==> src/common/speed_cmd_map.vh <==
/*
 * Register offsets, field positions, reset values and timing counts for the speed command selector
 * and position gain block.
 * Assumes inclusion by bare name from design files; holds definitions only.
 */
`ifndef SPEED_CMD_MAP_VH
`define SPEED_CMD_MAP_VH

// ****************************************
// Register byte offsets
// ****************************************
`define OFF_POS_PROP_GAIN    12'h0128
`define OFF_POS_FF_GAIN      12'h012c
`define OFF_SPEED_PRESET_1   12'h0140
`define OFF_SPEED_PRESET_2   12'h0144
`define OFF_SPEED_PRESET_3   12'h0148
`define OFF_ANALOG_SCALE     12'h014c
`define OFF_CONTROL          12'h0150
`define OFF_STATUS           12'h0154
`define OFF_POS_ERROR        12'h0158
`define OFF_CMD_RATE         12'h015c
`define OFF_POS_SPEED_CMD    12'h0160
`define OFF_GAIN_ADJ         12'h0164

// ****************************************
// Reset values and limits
// ****************************************
`define RST_POS_PROP_GAIN    16'h007d
`define RST_POS_FF_GAIN      16'h0032
`define MAX_POS_PROP_GAIN    16'h07ff
`define MAX_POS_FF_GAIN      16'h0064
`define RST_ANALOG_SCALE     16'h0bb8
`define PRESET_MAX           18'h0_c350
`define PRESET_MIN           18'h3_3cb0

// ****************************************
// Control register fields
// ****************************************
`define CTL_ZERO_REF         0
`define CTL_TORQUE           1
`define CTL_AUTO_GAIN        2
`define CTL_SMOOTH_STEP      7:4

// ****************************************
// Timing
// ****************************************
`define SMOOTH_TICK_NS       100000
`define CLK_PERIOD_NS        100
`define SMOOTH_TICK_CYCLES   (`SMOOTH_TICK_NS / `CLK_PERIOD_NS)

`endif

==> src/logic/pin_sync.v <==
/*
 * Three flip-flop input synchroniser with agreement filter for a contact input.
 * Assumes an asynchronous pin level and a single clock domain.
 */
`timescale 1ns/100ps
module pin_sync (
	// Clock and reset
	input  wire clk_sys,
	input  wire rst_n,
	// Pin and clean level
	input  wire pin_in,
	output reg  level
);
	reg s1;
	reg s2;
	reg s3;

	// The first stage feeds only the second; a level counts once stages two and three agree.
	always @(posedge clk_sys or negedge rst_n) begin
		if (!rst_n) begin
			s1    <= 1'b0;
			s2    <= 1'b0;
			s3    <= 1'b0;
			level <= 1'b0;
		end else begin
			s1 <= pin_in;
			s2 <= s1;
			s3 <= s2;
			if (s2 == s3) begin
				level <= s3;
			end
		end
	end
endmodule // pin_sync

==> src/logic/speed_command_select.v <==
/*
 * Speed command selector and position loop gain block with APB register access.
 * Assumes a 10 MHz clock, an already digitised signed analog reference and position error
 * and command rate samples supplied by the motor loop.
 */
// The implementer's own choice: the APB interface to the registers.
`timescale 1ns/100ps
`include "speed_cmd_map.vh"
module speed_command_select (
	// Clock and reset
	input  wire        clk_sys,
	input  wire        rst_n,
	// APB slave
	input  wire        psel,
	input  wire        penable,
	input  wire        pwrite,
	input  wire [11:0] paddr,
	input  wire [31:0] pwdata,
	output wire        pready,
	output reg  [31:0] prdata,
	output wire        pslverr,
	// Speed select contacts, high when closed
	input  wire        speed_select_low,
	input  wire        speed_select_high,
	// Digitised analog reference, signed millivolts of reference minus ground
	input  wire [15:0] analog_ref_mv,
	// Motor loop samples
	input  wire [15:0] pos_error,
	input  wire [15:0] cmd_rate,
	// Gain tuning estimate supplied by the inertia estimator, signed gain offset
	input  wire [15:0] tuned_gain_delta,
	// Outputs to the loops
	output reg  [17:0] speed_cmd,
	output reg  [17:0] speed_limit,
	output reg         speed_limit_active,
	output reg  [15:0] pos_prop_gain,
	output reg  [15:0] pos_ff_gain,
	output reg  [31:0] pos_speed_cmd,
	output reg         auto_tune_enable
);
	// ****************************************
	// Registers
	// ****************************************
	reg [15:0] gain_prop_user;
	reg [15:0] gain_ff_user;
	reg [17:0] speed_preset_one;
	reg [17:0] speed_preset_two;
	reg [17:0] speed_preset_three;
	reg [15:0] analog_speed_scale;
	reg [7:0]  control;
	reg [17:0] smoothed_preset;
	reg [13:0] tick_count;
	reg [1:0]  last_sel;
	reg        smoothing;

	wire sel_low;
	wire sel_high;
	wire [1:0]  speed_sel;
	wire        apb_write;
	wire        zero_ref_speed_mode;
	wire        torque_mode;
	wire        gain_tuning_mode_param;
	wire [17:0] selected_preset;
	wire signed [33:0] analog_product;
	wire [17:0] analog_speed;
	reg  [17:0] next_cmd;
	wire signed [17:0] step_size;
	wire signed [33:0] prop_term;
	wire signed [33:0] ff_term;
	wire signed [16:0] gain_sum;

	// Contact inputs pass the three-stage filter; closed contact gives a 1.
	pin_sync u_sync_low (
		.clk_sys (clk_sys),
		.rst_n   (rst_n),
		.pin_in  (speed_select_low),
		.level   (sel_low)
	);
	pin_sync u_sync_high (
		.clk_sys (clk_sys),
		.rst_n   (rst_n),
		.pin_in  (speed_select_high),
		.level   (sel_high)
	);
	assign speed_sel = {sel_high, sel_low};

	assign zero_ref_speed_mode    = control[`CTL_ZERO_REF];
	assign torque_mode            = control[`CTL_TORQUE];
	assign gain_tuning_mode_param = control[`CTL_AUTO_GAIN];

	// Preset values are checked on write; out-of-range writes are ignored with an error answer.
	function in_preset_range;
		input [31:0] v;
		begin
			in_preset_range = ($signed(v) <= $signed({14'h0000, `PRESET_MAX})) &&
				($signed(v) >= $signed({14'h3fff, `PRESET_MIN}));
		end
	endfunction

	// ****************************************
	// APB slave
	// ****************************************
	// Zero wait states; bad value or unmapped address answers with pslverr.
	assign pready    = 1'b1;
	assign apb_write = psel & penable & pwrite;
	reg write_bad;
	always @* begin
		write_bad = 1'b0;
		case (paddr)
			`OFF_POS_PROP_GAIN: write_bad = (pwdata > {16'h0000, `MAX_POS_PROP_GAIN});
			`OFF_POS_FF_GAIN:   write_bad = (pwdata > {16'h0000, `MAX_POS_FF_GAIN});
			`OFF_SPEED_PRESET_1,
			`OFF_SPEED_PRESET_2,
			`OFF_SPEED_PRESET_3: write_bad = !in_preset_range(pwdata);
			`OFF_ANALOG_SCALE, `OFF_CONTROL: write_bad = 1'b0;
			`OFF_STATUS, `OFF_POS_ERROR, `OFF_CMD_RATE, `OFF_POS_SPEED_CMD, `OFF_GAIN_ADJ:
				write_bad = pwrite;
			default: write_bad = 1'b1;
		endcase
	end
	assign pslverr = psel & penable & write_bad;

	// Register writes happen in the access phase only.
	always @(posedge clk_sys or negedge rst_n) begin
		if (!rst_n) begin
			gain_prop_user     <= `RST_POS_PROP_GAIN;
			gain_ff_user       <= `RST_POS_FF_GAIN;
			speed_preset_one   <= 18'h0_0000;
			speed_preset_two   <= 18'h0_0000;
			speed_preset_three <= 18'h0_0000;
			analog_speed_scale <= `RST_ANALOG_SCALE;
			control            <= 8'h01;
		end else if (apb_write && !write_bad) begin
			case (paddr)
				`OFF_POS_PROP_GAIN:  gain_prop_user     <= pwdata[15:0];
				`OFF_POS_FF_GAIN:    gain_ff_user       <= pwdata[15:0];
				`OFF_SPEED_PRESET_1: speed_preset_one   <= pwdata[17:0];
				`OFF_SPEED_PRESET_2: speed_preset_two   <= pwdata[17:0];
				`OFF_SPEED_PRESET_3: speed_preset_three <= pwdata[17:0];
				`OFF_ANALOG_SCALE:   analog_speed_scale <= pwdata[15:0];
				`OFF_CONTROL:        control            <= pwdata[7:0];
				default: ;
			endcase
		end
	end

	// Read data is combinational from the registers, valid in the access phase.
	always @* begin
		case (paddr)
			`OFF_POS_PROP_GAIN:  prdata = {16'h0000, gain_prop_user};
			`OFF_POS_FF_GAIN:    prdata = {16'h0000, gain_ff_user};
			`OFF_SPEED_PRESET_1: prdata = {{14{speed_preset_one[17]}}, speed_preset_one};
			`OFF_SPEED_PRESET_2: prdata = {{14{speed_preset_two[17]}}, speed_preset_two};
			`OFF_SPEED_PRESET_3: prdata = {{14{speed_preset_three[17]}}, speed_preset_three};
			`OFF_ANALOG_SCALE:   prdata = {16'h0000, analog_speed_scale};
			`OFF_CONTROL:        prdata = {24'h00_0000, control};
			`OFF_STATUS:         prdata = {{14{speed_cmd[17]}}, speed_cmd[17:0] ^ 18'h0_0000} & 32'h0003_ffff |
				{9'h000, smoothing, speed_sel, 20'h0_0000} & 32'h007c_0000 | 32'h0000_0000;
			`OFF_POS_ERROR:      prdata = {16'h0000, pos_error};
			`OFF_CMD_RATE:       prdata = {16'h0000, cmd_rate};
			`OFF_POS_SPEED_CMD:  prdata = pos_speed_cmd;
			`OFF_GAIN_ADJ:       prdata = {16'h0000, pos_prop_gain};
			default:             prdata = 32'h0000_0000;
		endcase
	end

	// ****************************************
	// Speed command selection
	// ****************************************
	// Preset chosen straight from the select pair, no extra delay.
	assign selected_preset = (speed_sel == 2'b01) ? speed_preset_one :
		(speed_sel == 2'b10) ? speed_preset_two : speed_preset_three;

	// Analog reference in mV times scale (r/min at 10 V) gives 0.1 r/min counts: mv*scale/1024, close to /1000.
	assign analog_product = $signed(analog_ref_mv) * $signed({2'b00, analog_speed_scale});
	assign analog_speed   = analog_product[27:10];

	// Smoothing ramps toward a preset that was rewritten while selected; selection changes jump.
	assign step_size = $signed({10'h000, control[`CTL_SMOOTH_STEP], 4'h0});
	always @* begin
		next_cmd = smoothed_preset;
		if (speed_sel != last_sel || control[`CTL_SMOOTH_STEP] == 4'h0) begin
			next_cmd = selected_preset;
		end else if (tick_count == 14'h0000) begin
			if ($signed(selected_preset) > $signed(smoothed_preset) + step_size) begin
				next_cmd = smoothed_preset + step_size;
			end else if ($signed(selected_preset) < $signed(smoothed_preset) - step_size) begin
				next_cmd = smoothed_preset - step_size;
			end else begin
				next_cmd = selected_preset;
			end
		end
	end

	// Ramp state and smoothing tick counter.
	always @(posedge clk_sys or negedge rst_n) begin
		if (!rst_n) begin
			smoothed_preset <= 18'h0_0000;
			tick_count      <= 14'h0000;
			last_sel        <= 2'b00;
			smoothing       <= 1'b0;
		end else begin
			smoothed_preset <= next_cmd;
			last_sel        <= speed_sel;
			smoothing       <= (next_cmd != selected_preset);
			if (tick_count == `SMOOTH_TICK_CYCLES - 1) begin
				tick_count <= 14'h0000;
			end else begin
				tick_count <= tick_count + 14'h0001;
			end
		end
	end

	// Final command always drives speed_cmd as target; in torque mode speed_limit also takes it one cycle later.
	always @(posedge clk_sys or negedge rst_n) begin
		if (!rst_n) begin
			speed_cmd          <= 18'h0_0000;
			speed_limit        <= 18'h0_0000;
			speed_limit_active <= 1'b0;
		end else begin
			if (speed_sel == 2'b00) begin
				speed_cmd <= zero_ref_speed_mode ? 18'h0_0000 : analog_speed;
			end else if (last_sel != speed_sel) begin
				speed_cmd <= selected_preset;
			end else begin
				speed_cmd <= next_cmd;
			end
			speed_limit        <= torque_mode ? speed_cmd : 18'h0_0000;
			speed_limit_active <= torque_mode;
		end
	end

	// ****************************************
	// Position loop gains
	// ****************************************
	// Manual mode passes user gains only; auto mode offsets the proportional gain by the estimator, clamped.
	assign gain_sum = $signed({1'b0, gain_prop_user}) + $signed(tuned_gain_delta[15:0]);
	always @(posedge clk_sys or negedge rst_n) begin
		if (!rst_n) begin
			pos_prop_gain    <= `RST_POS_PROP_GAIN;
			pos_ff_gain      <= `RST_POS_FF_GAIN;
			auto_tune_enable <= 1'b0;
		end else begin
			pos_ff_gain      <= gain_ff_user;
			auto_tune_enable <= gain_tuning_mode_param;
			if (!gain_tuning_mode_param) begin
				pos_prop_gain <= gain_prop_user;
			end else if (gain_sum[16]) begin
				pos_prop_gain <= 16'h0000;
			end else if (gain_sum[15:0] > `MAX_POS_PROP_GAIN) begin
				pos_prop_gain <= `MAX_POS_PROP_GAIN;
			end else begin
				pos_prop_gain <= gain_sum[15:0];
			end
		end
	end

	// Feed-forward share of the command rate cuts following lag; percent taken as /128 approx avoided: exact /100.
	assign prop_term = $signed(pos_error) * $signed({2'b00, pos_prop_gain});
	assign ff_term   = ($signed(cmd_rate) * $signed({2'b00, pos_ff_gain})) / $signed(34'sd100);
	always @(posedge clk_sys or negedge rst_n) begin
		if (!rst_n) begin
			pos_speed_cmd <= 32'h0000_0000;
		end else begin
			pos_speed_cmd <= prop_term[31:0] + ff_term[31:0];
		end
	end
endmodule // speed_command_select

==> config.mk <==
export PLATFORM = sky130hd
export DESIGN_NAME = speed_command_select
export DESIGN_NICKNAME = d
export VERILOG_FILES = /design/src/logic/pin_sync.v /design/src/logic/speed_command_select.v
export VERILOG_INCLUDE_DIRS = /design/src /design/src/common
export SDC_FILE = /design/constraint.sdc
export NUM_CORES = 2
export LEC_CHECK = 0
export BUFFER_PORTS_ARGS = -buffer_cell sky130_fd_sc_hd__buf_4
export CAP_MARGIN = 10
export CORE_ASPECT_RATIO = 1.5
export CORE_MARGIN = 4
export CORE_UTILIZATION = 35
export CTS_BUF_LIST = sky130_fd_sc_hd__clkbuf_4
export CTS_CLUSTER_DIAMETER = 30
export CTS_CLUSTER_SIZE = 30
export DETAILED_ROUTE_END_ITERATION = 12
export GPL_ROUTABILITY_DRIVEN = 0
export GPL_TIMING_DRIVEN = 0
export PLACE_DENSITY = 0.54
export SLEW_MARGIN = 10
export SYNTH_ARGS = -nofsm -noshare
export SYNTH_HDL_FRONTEND = slang
export SYNTH_SLANG_ARGS = --single-unit
export TNS_END_PERCENT = 100
==> constraint.sdc <==
create_clock -name clk_sys -period 57.5 [get_ports clk_sys]
set_clock_uncertainty 0.05 [all_clocks]
set_input_delay 5.75 -clock clk_sys [delete_from_list [all_inputs] [get_ports clk_sys]]
set_output_delay 5.75 -clock clk_sys [all_outputs]
set_load 0.01 [all_outputs]
==> impl_metrics.tcl <==
set metrics [dict create \
    syn_to_final_growth_pct 10.5 \
    post_cts_buffers 0 \
    setup_violations 0 \
    synth_edf_count 0 \
    most-common-layout-cells "inv_1, fa_1, nand2_1" \
    crit_fanout 10 \
    numPortBuffers 229 \
    async_reset_ff_share_pct 100 \
    final_common_cell "inv_1" \
    slew-limit-headroom_pct 19.7 \
    avgRoutedWirePerCell_um 24.0 \
    placeableCoreArea_um2 133000 \
    overflow 0 \
    syn_area_um2 47100 \
    max_slew.worst_pin.slew_ns 1.19 \
    fp.dieH_um 457 \
    crit_arrival_ns 42.42 \
    cts_made_buffers 49 \
    via_count 41200 \
    synth_top_family_by_area "adder cells" \
    hold_class "reg2reg" \
    fin_crit_sh_pct 72.7 \
    status "complete, no violations" \
    synthSimpleGateAreaFrac_pct 17.9 \
    cts_root_buf "clkbuf_4" \
    final_hold_viol_count 0 \
    dp_hpwl_mm 146 \
    clk_pin_slew_ns 0.09 \
    ys_warn_count 0 \
    placed_cell_area_um2 51100 \
    dp.cells 7352 \
    drt_pass1_iterations 7 \
    grt_max_degree 103 \
    fin_area_um2 52000 \
    critPathLaunch "cmd_rate[8]" \
    globalRouteTotalUtil_pct 25.2 \
    ios 251 \
    rows 164 \
    cp-start-kind "input pin" \
    crit_top_cell "a21oi_1" \
    cts_buffer_depth 3 \
    path_class "in2reg" \
    drive_above_1_share_pct 11.2 \
    r2r-start "pos_ff_gain[5]$_DFF_PN1_" \
    cts_tree "done" \
    synth_fa_ha_area_share_pct 36.5 \
    fmax_mhz 23.9 \
    cts_resized 0 \
    synth_seq_cells 255 \
    cp_slowest_cell "a2111oi_0" \
    drt-vias-per-instance 5.53 \
    hp-start "u_sync_high.s1$_DFF_PN0_" \
    synthXorXnorAreaFrac_pct 4.52 \
    synth-compound-area-share_pct 14.4 \
    dieArea_um2 141000 \
    start_util_pct 35.3 \
    grt_pass1_wl_mm 267 \
    cts-hold-fix-buffers 0 \
    cap_violations 0 \
    ys_seq_area_share_pct 13.6 \
    fin_cells 7456 \
    fin_crit_ns 41.80 \
    slew_viol_final 0 \
    htree_levels 2 \
    drt_iter0_drc 2855 \
    synth_fp_nets 6487 \
    avgSynthCellArea_um2 8.76 \
    first_global_vias 43100 \
    cp.required_ns 58.12 \
    holdWs_ns 0.306 \
    rsz0062_at_grt "false" \
    end_kind "flop" \
    fp.dieW_um 307 \
    synth_ff_type "dfrtp_1" \
    nets 6773 \
    antenna_left 0 \
    synthCells 5374 \
    synthMuxAreaShare_pct 3.98 \
    wl_mm 179 \
    drc 0 \
    clkLatencyLatePin_ns 0.93 \
    synth_cell_types 140 \
    grt_antenna_before_repair 21 \
    numClockSinks 255 \
    slowest_delay_ns 0.85 \
    setup_tns_ns 0 \
]
-- synthesized netlist by cell type (22+ instances only) --
| master | count | area, um2 |
|---|---|---|
| xor2_1 | 79 | 692 |
| dfstp_2 | 26 | 683 |
| mux2i_1 | 43 | 430 |
| and2_1 | 374 | 2340 |
| nand3_1 | 74 | 370 |
| nor4_1 | 23 | 144 |
| a21oi_1 | 225 | 1130 |
| a21o_1 | 50 | 375 |
| ha_1 | 387 | 4840 |
| buf_4 | 22 | 165 |
| nor3_1 | 63 | 315 |
| o211ai_1 | 31 | 233 |
| a222oi_1 | 25 | 250 |
| mux2_2 | 125 | 1410 |
| dfrtp_1 | 229 | 5730 |
| nand2b_1 | 70 | 438 |
| nand4_1 | 39 | 244 |
| and3_1 | 39 | 244 |
| o21a_1 | 27 | 203 |
| fa_1 | 611 | 12200 |
| a31oi_1 | 50 | 313 |
| a22o_1 | 27 | 236 |
| clkbuf_1 | 178 | 668 |
| nor2_1 | 209 | 785 |
| a221oi_1 | 40 | 350 |
| inv_1 | 852 | 3200 |
| o21ai_1 | 24 | 120 |
| xnor2_1 | 152 | 1330 |
| nor2b_1 | 40 | 250 |
| nand2_1 | 602 | 2260 |
| o21ai_0 | 132 | 661 |
| a211oi_1 | 36 | 270 |
-- critical path, delay by kind of cell --
kind            cells  cell delay [ns]
compound gates     66            17.30
simple gates       20             5.04
buf+inv            14             2.61
xor+xnor            9             3.19
fa+ha+maj          14             6.00
mux                 5             2.42
-- kinds of logic after synthesis --
family | Yosys count
flops | 255
fa+ha+maj | 1008
compound gates | 946
other cells | 1
simple gates | 1664
buf+inv | 1092
mux | 171
xor+xnor | 237
-- registers in the layout, summed over array words and instances (netlist names), 18 cells and up --
name                count
pos_speed_cmd          32
smoothed_preset        18
speed_cmd              18
speed_limit            18
speed_preset_one       18
speed_preset_three     18
speed_preset_two       18
-- area by class of cell --
cell class,count,area [um2]
Fill cell,13700,81400
Multi-Input combinational cell,4027,36400
Sequential cell,255,6410
Inverter,856,3210
Tap cell,1743,2180
Timing Repair Buffer,235,1810
Buffer,236,1050
Clock inverter,43,542
Clock buffer,49,368
Antenna cell,12,30.0
-- path summary, 6_finish.rpt --
check                                                          end  slack (ns)  cells after the start
max in group asynchronous       analog_speed_scale[11]$_DFFE_PN1P_       51.73                      2
min in group asynchronous               pos_speed_cmd[2]$_DFF_PN0_        4.73                      1
worst min register to register            u_sync_high.s2$_DFF_PN0_        0.31                      0
worst min-delay path                      u_sync_high.s2$_DFF_PN0_        0.31                      0
worst max-delay path                   pos_speed_cmd[31]$_DFF_PN0_       15.70                    128
worst max register to register         pos_speed_cmd[31]$_DFF_PN0_       20.58                    127
-- per-layer routing --
layer	global-route usage (%)	part of all wire, %
met1	27.2	36
met2	45.0	50
met3	4.41	6.0
met4	16.7	8.1
met5	0	0.043
-- per-stage QoR --
step                      util [%]  worst slack [ns]
after floorplan                  -             21.73
after global placement        38.2             15.61
after detailed placement      38.3             15.27
after CTS                     39.0             16.09
after global routing          39.0             13.16
final                         39.0             15.70
Power is left out: the tool's default activity adds up to more than one toggle a clock period on the data nets, which glitch-free logic cannot reach.
